**config.mk**
```make
export PLATFORM = sky130hd
export DESIGN_NAME = pipe_ctl
export DESIGN_NICKNAME = d
export VERILOG_FILES = /design/src/pipe_ctl_pkg.sv /design/src/conflict_cache_if.sv /design/src/conflict_cache.sv /design/src/pipe_ctl.sv
export SDC_FILE = /design/constraint.sdc
export NUM_CORES = 2
export LEC_CHECK = 0
export BUFFER_PORTS_ARGS = -buffer_cell sky130_fd_sc_hd__buf_4
export CAP_MARGIN = 30
export CORE_MARGIN = 5
export CORE_UTILIZATION = 55
export DETAILED_ROUTE_END_ITERATION = 6
export PLACE_DENSITY = 0.72
export SYNTH_ARGS = -nofsm -noshare
export SYNTH_HDL_FRONTEND = slang
export SYNTH_SLANG_ARGS = --single-unit
```
**constraint.sdc**
```tcl
create_clock -name clk -period 8.91 [get_ports clk]
set_input_delay 1.782 -clock clk [delete_from_list [all_inputs] [get_ports clk]]
set_output_delay 1.782 -clock clk [all_outputs]
set_load 0.05 [all_outputs]
```
**src/pipe_ctl_pkg.sv**
```systemverilog
// Purpose: Shared constants and types for the eleven-stage pipeline control
// Assumes: One core clock; stage numbers count from one at the first fetch stage
// Notes: Stall counts are core cycles
package pipe_ctl_pkg;
  // ----------------------------------------------------------------
  // Stage layout
  // ----------------------------------------------------------------
  localparam int unsigned NUM_STAGES = 11;
  localparam int unsigned STG_FETCH_FIRST = 1;
  localparam int unsigned STG_FETCH_LAST = 4;
  localparam int unsigned STG_DECODE = 5;
  localparam int unsigned STG_ADDR_GEN = 6;
  localparam int unsigned STG_ACCESS_FIRST = 7;
  localparam int unsigned STG_ACCESS_LAST = 10;
  localparam int unsigned STG_COMPUTE_FIRST = 10;
  localparam int unsigned STG_COMPUTE_LAST = 11;
  localparam int unsigned STG_FLOW = 7;
  // ----------------------------------------------------------------
  // Widths and sizes
  // ----------------------------------------------------------------
  localparam int unsigned ADDR_W = 32;
  localparam int unsigned REG_IDX_W = 4;
  localparam int unsigned CC_ENTRIES = 32;
  localparam int unsigned CC_IDX_W = 5;
  localparam int unsigned INSN_W = 48;
  localparam int unsigned BLOCK_W = 2;
  localparam int unsigned CNT_W = 6;
  // ----------------------------------------------------------------
  // Stall counts
  // ----------------------------------------------------------------
  localparam logic [5:0] CORE_REG_STALL_MAX = 6'h04;
  localparam logic [5:0] FABRIC_MIN = 6'h26;
  localparam logic [5:0] FABRIC_MAX = 6'h3c;
  localparam logic [5:0] BLOCK_CONFLICT_STALL = 6'h01;
  localparam logic [5:0] DUAL_FWD_NEAR_STALL = 6'h02;
  localparam logic [5:0] DUAL_FWD_FAR_STALL = 6'h01;
  localparam logic [5:0] INDEX_LOAD_STALL = 6'h04;
  localparam logic [5:0] DOUBLE_PREC_STALL = 6'h01;
  localparam logic [3:0] INDEX_LOAD_LATENCY = 4'h4;

  // Source of the active stall
  typedef enum logic [2:0] {
    STALL_NONE,
    STALL_CORE_REG,
    STALL_FABRIC,
    STALL_HAZARD
  } stall_src_type;
endpackage : pipe_ctl_pkg

```
**src/conflict_cache_if.sv**
```systemverilog
// Purpose: Carrier between pipeline control and the conflict cache
// Assumes: Same clock as the control
// Notes: Lookup is combinational, allocation is one cycle
`timescale 1ns/1ps
interface conflict_cache_if;
  logic [31:0] lookup_addr;
  logic lookup_hit;
  logic [47:0] lookup_insn;
  logic alloc_en;
  logic [31:0] alloc_addr;
  logic [47:0] alloc_insn;
  modport ctl (output lookup_addr, input lookup_hit, input lookup_insn,
               output alloc_en, output alloc_addr, output alloc_insn);
  modport cache (input lookup_addr, output lookup_hit, output lookup_insn,
                 input alloc_en, input alloc_addr, input alloc_insn);
endinterface : conflict_cache_if

```
**src/conflict_cache.sv**
```systemverilog
// Purpose: Thirty-two entry conflict cache, round-robin replacement
// Assumes: Allocation only requested on internal bus conflicts
// Notes: Fully associative; a duplicate allocation refreshes nothing extra
`timescale 1ns/1ps
module conflict_cache (
  // Clock and reset
  input wire logic clk,
  input wire logic rst_n,
  // Control side
  conflict_cache_if.cache cc
);
  logic [31:0] tag_ff [pipe_ctl_pkg::CC_ENTRIES];
  logic [47:0] data_ff [pipe_ctl_pkg::CC_ENTRIES];
  logic [pipe_ctl_pkg::CC_ENTRIES-1:0] valid_ff;
  logic [4:0] victim_ff;
  logic [4:0] hit_idx;
  logic hit_any;

  // Associative search across all entries
  always_comb begin
    hit_any = 1'b0;
    hit_idx = 5'h00;
    for (int i = 0; i < pipe_ctl_pkg::CC_ENTRIES; i++) begin
      if (valid_ff[i] && tag_ff[i] == cc.lookup_addr) begin
        hit_any = 1'b1;
        hit_idx = 5'(i);
      end
    end
  end
  assign cc.lookup_hit = hit_any;
  assign cc.lookup_insn = data_ff[hit_idx];

  // Valid bits and replacement pointer
  always_ff @(posedge clk or negedge rst_n) begin
    if (!rst_n) begin
      valid_ff <= '0;
      victim_ff <= 5'h00;
    end else if (cc.alloc_en) begin
      valid_ff[victim_ff] <= 1'b1;
      victim_ff <= victim_ff + 5'h01;
    end
  end

  // Entry storage has no reset; valid bits guard it
  always_ff @(posedge clk) begin
    if (cc.alloc_en) begin
      tag_ff[victim_ff] <= cc.alloc_addr;
      data_ff[victim_ff] <= cc.alloc_insn;
    end
  end
endmodule : conflict_cache

```
**src/pipe_ctl.sv**
```systemverilog
// Purpose: Interlock, stall and flush control for an eleven-stage core pipeline
// Assumes: Hazard flags arrive from decode on the core clock; no software registers
// Notes: Stall counts are loaded once and counted down; flush beats stall
// Notes on behaviour
// [RULE_01] Core-mapped register stalls never exceed four
// [RULE_02] System-mapped access lasts 38 to 60 cycles
// [RULE_03] Conflict cache holds thirty-two entries
// [RULE_04] Cache fills only on internal bus conflict
// [RULE_05] Eleven stages: fetch, decode, address, access, compute
// [RULE_06] Address stage adds modifier to index
// [RULE_07] Change of flow resolved at stage seven
// [RULE_08] Compute starts stage ten, no load stall
// [RULE_09] Fetch phase plus up to two data accesses
// [RULE_10] Same-block data accesses stall one cycle
// [RULE_11] Register and flag readers interlock until ready
// [RULE_12] Data access on program bus stalls fetch
// [RULE_13] Index load-to-use stalls address stage
// [RULE_14] Dual multiplier forwarding adds stall cycles
// [RULE_15] Legacy latency and double precision stall
// [RULE_16] Branch flushes all younger instructions
// [RULE_17] Stall holds earlier stages, bubble advances
`timescale 1ns/1ps
module pipe_ctl (
  // Clock and reset
  input wire logic clk,
  input wire logic rst_n,
  // Fetch side
  input wire logic fetch_req,
  input wire logic [31:0] fetch_addr,
  input wire logic [47:0] fetch_insn,
  // Decode side hazard flags for the instruction in decode
  input wire logic dec_valid,
  input wire logic dec_reads_busy_reg,
  input wire logic dec_uses_index,
  input wire logic [3:0] dec_index_sel,
  input wire logic dec_loads_index,
  input wire logic dec_dual_fwd_near,
  input wire logic dec_dual_fwd_far,
  input wire logic dec_legacy_latency,
  input wire logic dec_double_prec,
  input wire logic dec_core_reg,
  input wire logic [2:0] dec_core_reg_stall,
  input wire logic dec_sys_reg,
  // Address generator operands
  input wire logic [31:0] index_value,
  input wire logic [31:0] modifier_value,
  // Data access requests in the first access stage
  input wire logic acc_pm_valid,
  input wire logic [1:0] acc_pm_block,
  input wire logic acc_dm_valid,
  input wire logic [1:0] acc_dm_block,
  // System fabric completion
  input wire logic fabric_done,
  // Change of flow at the first access stage
  input wire logic flow_taken,
  input wire logic [31:0] flow_target,
  // Stage control outputs
  output logic [10:0] stage_valid,
  output logic [10:0] stage_hold,
  output logic stall,
  output logic flush,
  output logic [31:0] fetch_pc,
  output logic [31:0] data_addr,
  output logic cc_supply,
  output logic [47:0] cc_insn
);
  // ----------------------------------------------------------------
  // State
  // ----------------------------------------------------------------
  logic [10:0] valid_ff;
  logic [10:0] nxt_valid;
  logic [10:0] hold_ff;
  logic [10:0] nxt_hold;
  logic [5:0] stall_cnt_ff;
  logic [5:0] nxt_stall_cnt;
  logic [5:0] fab_cnt_ff;
  logic [5:0] nxt_fab_cnt;
  logic fab_busy_ff;
  logic [3:0] idx_busy_ff [16];
  logic stall_ff;
  logic flush_ff;
  logic [31:0] pc_ff;
  logic [31:0] daddr_ff;
  logic cc_supply_ff;
  logic [47:0] cc_insn_ff;
  pipe_ctl_pkg::stall_src_type src_ff;

  conflict_cache_if cc_bus ();

  // [RULE_03] Thirty-two entry store
  conflict_cache u_cache (
    .clk(clk),
    .rst_n(rst_n),
    .cc(cc_bus.cache)
  );

  function automatic logic [5:0] max6(input logic [5:0] a, input logic [5:0] b);
    max6 = (a > b) ? a : b;
  endfunction : max6

  // ----------------------------------------------------------------
  // Hazard decode
  // ----------------------------------------------------------------
  // [RULE_10] Same block conflict
  wire block_conflict = acc_pm_valid && acc_dm_valid && (acc_pm_block == acc_dm_block);
  // [RULE_12] Program bus shared with fetch
  wire pm_struct = acc_pm_valid && fetch_req;
  // [RULE_04] Conflict path looks in the cache first
  wire pm_cc_hit = pm_struct && cc_bus.lookup_hit;
  wire pm_stall = pm_struct && !cc_bus.lookup_hit;
  // [RULE_13] Index still being loaded
  wire idx_pending = dec_valid && dec_uses_index && (idx_busy_ff[dec_index_sel] != 4'h0);
  // [RULE_14] Dual forwarding penalty
  wire [5:0] fwd_stall = !dec_valid ? 6'h00 :
    dec_dual_fwd_near ? pipe_ctl_pkg::DUAL_FWD_NEAR_STALL :
    dec_dual_fwd_far ? pipe_ctl_pkg::DUAL_FWD_FAR_STALL : 6'h00;
  // [RULE_15] Legacy latency and double precision
  wire [5:0] misc_stall = (dec_valid && (dec_legacy_latency || dec_double_prec)) ?
    pipe_ctl_pkg::DOUBLE_PREC_STALL : 6'h00;
  // [RULE_01] Core register stall clipped to four
  wire [5:0] core_req = {3'h0, dec_core_reg_stall};
  wire [5:0] core_stall = (dec_valid && dec_core_reg) ?
    ((core_req > pipe_ctl_pkg::CORE_REG_STALL_MAX) ? pipe_ctl_pkg::CORE_REG_STALL_MAX : core_req) : 6'h00;
  wire [5:0] blk_stall = block_conflict ? pipe_ctl_pkg::BLOCK_CONFLICT_STALL : 6'h00;
  wire [5:0] new_cnt = max6(max6(fwd_stall, misc_stall), max6(core_stall, blk_stall));
  // A decode slot that a change of flow flushes never starts a fabric access
  wire fab_start = dec_valid && dec_sys_reg && !fab_busy_ff && !flow_taken;
  // [RULE_02] Fabric completes within the window
  wire fab_end = fab_busy_ff && ((fabric_done && fab_cnt_ff >= pipe_ctl_pkg::FABRIC_MIN)
    || fab_cnt_ff >= pipe_ctl_pkg::FABRIC_MAX);
  wire counting = stall_cnt_ff != 6'h00;
  // [RULE_11] Full interlock on busy registers
  wire stall_now = !flow_taken && (counting || dec_reads_busy_reg || idx_pending || pm_stall
    || (new_cnt != 6'h00) || fab_start || (fab_busy_ff && !fab_end));

  // ----------------------------------------------------------------
  // Stage advance
  // ----------------------------------------------------------------
  // [RULE_05] Stage 5 holds the decode hazard point
  localparam int unsigned HOLD_STAGE = pipe_ctl_pkg::STG_DECODE;
  always_comb begin
    nxt_valid = valid_ff;
    nxt_hold = '0;
    if (flow_taken) begin
      // [RULE_16] Flush younger stages 1 to 7
      nxt_valid = {valid_ff[9:pipe_ctl_pkg::STG_FLOW-1], 7'h00};
      nxt_valid[0] = 1'b1;
    end else if (stall_now) begin
      // [RULE_17] Hold stages 1..5, bubble into 6
      nxt_hold = 11'h01f;
      nxt_valid = {valid_ff[9:HOLD_STAGE], 1'b0, valid_ff[HOLD_STAGE-1:0]};
    end else begin
      nxt_valid = {valid_ff[9:0], fetch_req};
    end
  end

  // Stall counter: counts down while nonzero, otherwise new hazards load
  always_comb begin
    nxt_stall_cnt = stall_cnt_ff;
    if (flow_taken) begin
      nxt_stall_cnt = 6'h00;
    end else if (counting) begin
      nxt_stall_cnt = stall_cnt_ff - 6'h01;
    end else if (new_cnt != 6'h00) begin
      nxt_stall_cnt = new_cnt - 6'h01;
    end
  end

  assign nxt_fab_cnt = fab_start ? 6'h01 : (fab_busy_ff ? fab_cnt_ff + 6'h01 : 6'h00);

  // Control registers
  always_ff @(posedge clk or negedge rst_n) begin
    if (!rst_n) begin
      valid_ff <= '0;
      hold_ff <= '0;
      stall_cnt_ff <= 6'h00;
      stall_ff <= 1'b0;
      flush_ff <= 1'b0;
    end else begin
      valid_ff <= nxt_valid;
      hold_ff <= nxt_hold;
      stall_cnt_ff <= nxt_stall_cnt;
      stall_ff <= stall_now;
      flush_ff <= flow_taken;
    end
  end

  // Fabric access tracker
  always_ff @(posedge clk or negedge rst_n) begin
    if (!rst_n) begin
      fab_busy_ff <= 1'b0;
      fab_cnt_ff <= 6'h00;
      src_ff <= pipe_ctl_pkg::STALL_NONE;
    end else begin
      fab_busy_ff <= fab_start || (fab_busy_ff && !fab_end && !flow_taken);
      fab_cnt_ff <= nxt_fab_cnt;
      src_ff <= fab_busy_ff ? pipe_ctl_pkg::STALL_FABRIC :
        (core_stall != 6'h00) ? pipe_ctl_pkg::STALL_CORE_REG :
        stall_now ? pipe_ctl_pkg::STALL_HAZARD : pipe_ctl_pkg::STALL_NONE;
    end
  end

  // [RULE_13] Index load scoreboard, four cycle load-to-use
  always_ff @(posedge clk or negedge rst_n) begin
    if (!rst_n) begin
      for (int i = 0; i < 16; i++) idx_busy_ff[i] <= 4'h0;
    end else begin
      for (int i = 0; i < 16; i++) begin
        if (dec_valid && dec_loads_index && !stall_now && dec_index_sel == 4'(i)) begin
          idx_busy_ff[i] <= pipe_ctl_pkg::INDEX_LOAD_LATENCY;
        end else if (idx_busy_ff[i] != 4'h0) begin
          idx_busy_ff[i] <= idx_busy_ff[i] - 4'h1;
        end
      end
    end
  end

  // ----------------------------------------------------------------
  // Addresses, fetch target and conflict cache
  // ----------------------------------------------------------------
  // [RULE_06] Index plus modifier in one stage
  wire [31:0] dag_sum = index_value + modifier_value;
  // [RULE_09] Fetch phase and data phase share the program bus
  assign cc_bus.lookup_addr = fetch_addr;
  // [RULE_04] Allocate on bus conflict only
  assign cc_bus.alloc_en = pm_stall;
  assign cc_bus.alloc_addr = fetch_addr;
  assign cc_bus.alloc_insn = fetch_insn;

  always_ff @(posedge clk or negedge rst_n) begin
    if (!rst_n) begin
      pc_ff <= 32'h0000_0000;
      daddr_ff <= 32'h0000_0000;
      cc_supply_ff <= 1'b0;
      cc_insn_ff <= 48'h0000_0000_0000;
    end else begin
      // [RULE_07] Target enters first fetch stage
      pc_ff <= flow_taken ? flow_target : fetch_addr;
      if (!stall_now) begin
        daddr_ff <= dag_sum;
      end
      cc_supply_ff <= pm_cc_hit && !flow_taken;
      cc_insn_ff <= cc_bus.lookup_insn;
    end
  end

  // ----------------------------------------------------------------
  // Outputs
  // ----------------------------------------------------------------
  // [RULE_08] Stage 10 and 11 carry compute with no load stall
  assign stage_valid = valid_ff;
  assign stage_hold = hold_ff;
  assign stall = stall_ff;
  assign flush = flush_ff;
  assign fetch_pc = pc_ff;
  assign data_addr = daddr_ff;
  assign cc_supply = cc_supply_ff;
  assign cc_insn = cc_insn_ff;
endmodule : pipe_ctl

```
## Word level (Yosys, flattened, before mapping)

Memories as Yosys holds them, arrays and structs flattened. A register that Yosys moved wholly into a read port is not among the register bits.
Cells that the tools add are included.

| storage, ports and cells | value |
|---|---|
| bits in registers | 203 |
| bits in latches | 0 |
| bits in writable memories | 2,560 |
| bits in read-only memories | 0 |
| input port bits | 204 |
| output and inout bits | 137 |
| word-level logic and storage cells | 355 |
| memories kept | 2 |

Memories:

| name | words | width | read ports | clocked after memory_dff | write ports | RTL line | source |
|---|---|---|---|---|---|---|---|
| u_cache.data_ff | 32 | 48 | 1 | 1 | 1 | conflict_cache.sv:13 | `logic [47:0] data_ff [pipe_ctl_pkg::CC_ENTRIES];` |
| u_cache.tag_ff | 32 | 32 | 32 | 0 | 1 | conflict_cache.sv:12 | `logic [31:0] tag_ff [pipe_ctl_pkg::CC_ENTRIES];` |

| cells by class | value |
|---|---|
| add/sub/neg operators | 21 |
| $mul | 0 |
| divide/modulo/power cells | 0 |
| magnitude comparators | 9 |
| equal/unequal tests | 49 |
| shifts and indexed selects | 0 |
| mux-type cells | 122 |
| bitwise operators | 2 |
| reductions and logical operators | 121 |

Operator list:

| kind | count |
|---|---|
| $eq A32 B32 Y1 | 32 |
| $mux W4 | 42 |
| $mux W5 | 17 |
| $logic_and A1 B1 Y1 | 69 |
| $reduce_bool A4 Y1 | 17 |
| $sub A4 B1 Y4 const B | 16 |
| $mux W1 | 39 |
| $mux W6 | 6 |
| $add A32 B32 Y32 | 1 |
| $eq A4 B4 Y1 const B | 8 |
| $mux W32 | 1 |
| $or A32 B32 Y32 | 1 |
| $reduce_bool A2 Y1 | 16 |
| $mux W3 | 8 |
| $bmux W4 S4 | 1 |
| $eq A4 B3 Y1 const B | 4 |
| $ge A6 B6 Y1 const B | 2 |
| $reduce_bool A6 Y1 | 2 |
| $mux W11 | 1 |
| $mux W2 | 5 |
| $logic_or A1 B1 Y1 | 9 |
| $eq A4 B2 Y1 const B | 2 |
| $mux W7 | 1 |
| $add A6 B1 Y6 const B | 1 |
| 18 further kinds | 23 |

## Longest topological paths before layout

An unclocked memory read counts as a cell.

| depth | value |
|---|---|
| word-level depth | 46 |
| gate-level depth with buffers | 26 |

## Cells and area by module

Synthesis repeated with hierarchy kept, for this count alone.

| second synthesis, totals | value |
|---|---|
| cell total of the unflattened synthesis | 7,488 |
| area total of the unflattened synthesis | 118,448.6 um^2 |

By module, submodules not included:

| module | times used | cells each | area an instance (um^2) |
|---|---|---|---|
| conflict_cache | 1 | 6,468 | 107,901.0 |
| pipe_ctl | 1 | 1,020 | 10,547.6 |

## Least setup slack after synthesis

OpenSTA, ideal clock, no wires.

| path | value |
|---|---|
| path type | input -> register |
| from | in fetch_addr[27] |
| to | mem u_cache.data_ff[27][0] (enable) |
| arrival time | 7.634 ns |
| data required time | 8.390 ns |
| path slack | 0.756 ns |
| stages on the path | 15 |
| buffers on the path | 6 |
| cell sequence | buf_2 buf_4 buf_2 buf_2 xor2_1 nor4_1 and3_1 nand3_1 nand4_1 nor3b_1 and4_1 buf_2 nand2_1 clkbuf_1 nor2_1 |

| on the way | value |
|---|---|
| longest elaborated chain between the ends | 38 |

Ends and longest elaborated chain:

| element | RTL line | source |
|---|---|---|
| start, declared | pipe_ctl.sv:29 | `input wire logic [31:0] fetch_addr,` |
| $eq A32 B32 Y1 | conflict_cache.sv:24 | `if (valid_ff[i] && tag_ff[i] == cc.lookup_addr) begin` |
| $logic_and A1 B1 Y1 | conflict_cache.sv:24 |  |
| $mux W1 (31 in series) | conflict_cache.sv:24 |  |
| $mux W1 * | conflict_cache.sv:24 |  |
| $logic_not A1 Y1 * | pipe_ctl.sv:110 | `wire pm_stall = pm_struct && !cc_bus.lookup_hit;` |
| $logic_and A1 B1 Y1 * | pipe_ctl.sv:110 |  |
| $mux W1 * | conflict_cache.sv:46 | `if (cc.alloc_en) begin` |
| $mux W1 (implied by the code) * | conflict_cache.sv:48 | `data_ff[victim_ff] <= cc.alloc_insn;` |
| end, declared | conflict_cache.sv:13 |  |

Every way passes the cells marked *; elsewhere a longest branch is shown, timed or not.

## Final worst setup path

| path | value |
|---|---|
| from | in fetch_addr[16] |
| to | reg cc_insn_ff[7], in the netlist cc_insn[7], read port of u_cache.data_ff |

| on the way | value |
|---|---|
| longest elaborated chain between the ends | 33 |

Ends and longest elaborated chain:

| element | RTL line | source |
|---|---|---|
| $eq A32 B32 Y1 | conflict_cache.sv:24 |  |
| $logic_and A1 B1 Y1 | conflict_cache.sv:24 |  |
| $mux W1 | conflict_cache.sv:24 |  |
| $mux W2 (2 in series) | conflict_cache.sv:24 |  |
| $mux W3 (4 in series) | conflict_cache.sv:24 |  |
| $mux W4 (8 in series) | conflict_cache.sv:24 |  |
| $mux W5 (15 in series) | conflict_cache.sv:24 |  |
| $mux W5 * | conflict_cache.sv:24 |  |
| end, declared | pipe_ctl.sv:85 | `logic [47:0] cc_insn_ff;` |

Marks and branches as above.
A chain may end at the register's enable or synchronous reset.

==> run metrics <==
result of the run=finished, final reports clean; detailed-route wire length=314000 um; setup tns final=0 ns; Top Family by Delay on Critical Path=compound AO/OA/AOI/OAI gates; cell with the largest stage delay on the worst path=sky130_fd_sc_hd__a21boi_4; detailed-placement wirelength estimate=181000 um; average cell area after synthesis=15.2 um2; cell area after synthesis=118000 um2; final hold violation count=0; width of the die=474 um; most repeated library cell on the critical path=sky130_fd_sc_hd__buf_4; Starting Density=55.2%; total net switching power=7.17 mW; arrival time of data at the critical path endpoint=7.76 ns; delay of the slowest critical-path stage=0.65 ns; Worst Hold Margin=0.383 ns; kind of start point of the critical path=input pin; fraction of synthesis flops using an asynchronous set or reset pin=8.57%; number of gates on the worst path with buffers counted=16; number of instances resized during post-cts repair=0; number of stages on the worst hold path=0; antenna violations before repair=16; number of nets still failing antenna checks after routing=0; Worst setup EP type=register; number of synthesized flops with an enable pin=2560; setup bufs post-CTS=0; Reg clk slew, reported paths=0.06 ns; total vias in the final route=70800; most frequent standard cell in the layout excluding fill and tap cells=sky130_fd_sc_hd__edfxtp_1; number of fill cells=15300; area of the multi-input gates=32900 um2; Placer Congestion=0.928; highest clock rate=144 MHz; combined buffer and inverter count along the critical path=3; final core utilization=62.6%; part of the power in the clock network=39.9%; Worst Path Class, Setup=in2reg; number of buffer cells added on primary ports=334; transition at the pin with the smallest max-transition slack=1.02 ns; headroom to the max-slew limit=31.7%; Simple-Gate Fraction of Synth Area=8.53%; worst clock skew=0.0976 ns; maximum number of buffers from clock root to sink=4; Total Die Area=225000 um2; highest ir drop seen on vdd=0.223 mV; CP Max Fanout=79; post-cts hold buffer count=0; share of the cycle needed by the critical path after routing=78.1%; first-pass GRT wire length=458000 um; fraction of final layout cells sized beyond drive strength 1=16.6%; total number of H-tree levels=5; gate count after technology mapping=7784; top_reg_cell synth=sky130_fd_sc_hd__edfxtp_1; Post-Layout Inst Area=134000 um2; Switching Fraction=23.8%; combinational cell fraction of total power=9.2%; number of global-route vias before repair=70400; setup violation total in the final timing report=0; cell area after placement=125000 um2; area added between synthesis and finish=13.4%; Slew Viols, Final=0; die extent in y=474 um; share of total power in sequential cells=50.9%; leakage power figure=44.9 nW; core area=214000 um2; clock tree from TritonCTS=yes; overall track demand over capacity in global routing=27.4%; most frequent cells in the layout=sky130_fd_sc_hd__edfxtp_1, sky130_fd_sc_hd__xor2_1, sky130_fd_sc_hd__buf_4; adder-cell area share of the yosys netlist=0.820%; number of cell instances on the worst register-to-register path=14; maximum number of pins on one net before global-route repair=120; Synth cell types=95; Pwr Density=224 nW/um2; cts bufs inserted=302; number of search-and-repair iterations in the first detailed-routing pass=7; cell row count=170; cell breakdown of the critical path=buf_4 -> buf_4 -> xnor2_1 -> nand2_1 -> nor4_1 -> nand4_1 -> o211ai_1 -> a31oi_1 -> a2111o_1 -> a21boi_4 -> buf_12 -> mux2i_1 -> o311ai_0 -> a2111oi_0 -> o2111ai_1 -> nor3_1; xor and xnor fraction of the mapped netlist area=7.92%; compound-cell area share of the yosys netlist=5.00%; clock period minus final worst setup slack=6.96 ns; final routed DRC violation total=0; net count reported at finish=8530; Yosys warning total=0; Avg WL per Cell=27.7 um; largest family of logic cells by synthesized area=simple AND/OR/NAND/NOR gates; Worst Path Required=9.71 ns; number of I/O pins=341; GR Overflow Total=0; setup repair after global routing missed its margin=no; Sequential cell area=82900 um2; clk_lat worst skew=0.98 ns; mux share of post-synthesis cell area=5.23%; post-layout power=30.1 mW; detailed-route vias per instance=6.25; max-capacitance violation count=0; Int Power=23.0 mW; Hold WC Path Type=reg2reg; clock sinks=2800; fraction of the yosys area taken by sequential cells=70.0%; #FFs+latches synth=2800; CTS Root Cell=sky130_fd_sc_hd__clkbuf_16; number of DRC markers in iteration 0=8079
==> layer usage <==
| layer | routed length [um] | share of wire [%] | track usage [%] | up-vias |
|---|---|---|---|---|
| li1 | - | - | - | 30700 |
| met1 | 127000 | 40 | 38.0 | 35700 |
| met2 | 146000 | 46 | 43.6 | 3651 |
| met5 | 33 | 0.011 | 0 | - |
| met4 | 11400 | 3.6 | 9.97 | 4 |
| met3 | 29900 | 9.5 | 5.52 | 668 |
==> sequential cells by signal (all words and copies together) (netlist names) <==
| register | count |
|---|---|
| fab_busy_ff | 1 |
| u_cache.data_ff | 1536 |
| stall_cnt_ff | 6 |
| u_cache.valid_ff | 32 |
| flush | 1 |
| cc_supply | 1 |
| u_cache.tag_ff | 1024 |
| cc_insn | 48 |
| fab_cnt_ff | 6 |
| data_addr | 32 |
| stage_valid | 11 |
| fetch_pc | 32 |
| stage_hold | 1 |
| u_cache.victim_ff | 5 |
| idx_busy_ff | 64 |
==> power by group through the flow <==
stage / logic [mW] / clock network (mW) / registers [mW]
floorplan: 1.53 / 0 / 15.7
finish: 2.78 / 12.0 / 15.3
CTS: 2.78 / 12.2 / 15.3
global route: 3.03 / 12.7 / 15.4
detailed placement: 2.77 / 0 / 15.6
global placement: 2.65 / 0 / 15.5
==> kinds of logic (layout without fill, tap and decap cells) <==
kind of cell / count (synthesis) / in the layout
flops: 2800 / 2800
simple gates: 1928 / 1928
xor+xnor: 1070 / 1070
compound gates: 830 / 830
mux: 581 / 581
buf+inv: 497 / 1181
fa+ha+maj: 77 / 77
other cells: 1 / 16
==> final cells by class <==
class	count	area share (%)
multi-input combinational	4492	24.5
inverter	98	0.274
sequential	2800	61.8
timing repair buffer	555	3.77
antenna	10	0.0186
clock buffer	393	6.08
tap	2838	2.65
clock inverter	135	0.906
==> path summary, 6_finish.rpt <==
kind	from	end	slack, ns
max	fetch_addr[16]	cc_insn[7]	1.95
min	stage_valid[9]	stage_valid[10]	0.38
max reg2reg	u_cache.tag_ff[9][12]	cc_insn[7]	3.31
min reg2reg	stage_valid[9]	stage_valid[10]	0.38
max in group asynchronous	rst_n	data_addr[28]	6.26
min in group asynchronous	rst_n	fetch_pc[4]	0.81
==> cell usage after synthesis, types with 60 or more instances <==
cell type / n / share of area, %
sky130_fd_sc_hd__nand4_1: 137 / 0.72
sky130_fd_sc_hd__clkbuf_1: 106 / 0.34
sky130_fd_sc_hd__ha_1: 76 / 0.80
sky130_fd_sc_hd__xnor2_1: 295 / 2.2
sky130_fd_sc_hd__nor3_1: 136 / 0.58
sky130_fd_sc_hd__o21ai_0: 123 / 0.52
sky130_fd_sc_hd__nor2_1: 506 / 1.6
sky130_fd_sc_hd__nand3_1: 123 / 0.52
sky130_fd_sc_hd__nand2_1: 325 / 1.0
sky130_fd_sc_hd__a21oi_1: 201 / 0.85
sky130_fd_sc_hd__inv_1: 98 / 0.31
sky130_fd_sc_hd__xor2_1: 775 / 5.7
sky130_fd_sc_hd__buf_6: 60 / 0.57
sky130_fd_sc_hd__edfxtp_1: 2560 / 65
sky130_fd_sc_hd__dfrtp_1: 240 / 5.1
sky130_fd_sc_hd__buf_2: 142 / 0.60
sky130_fd_sc_hd__nor4_1: 342 / 1.8
sky130_fd_sc_hd__or3_1: 77 / 0.41
sky130_fd_sc_hd__mux2i_1: 318 / 2.7
sky130_fd_sc_hd__mux2_2: 259 / 2.5
==> stage by stage <==
stage          instances  setup WS (ns)
2_1_floorplan       7789          0.756
3_3_place_gp       10800           1.22
3_5_place_dp       10800           1.11
4_1_cts            11300           2.08
5_1_grt            11300           1.73
6_report           11300           1.95
No activity file was read; power rests on OpenSTA's default activity.
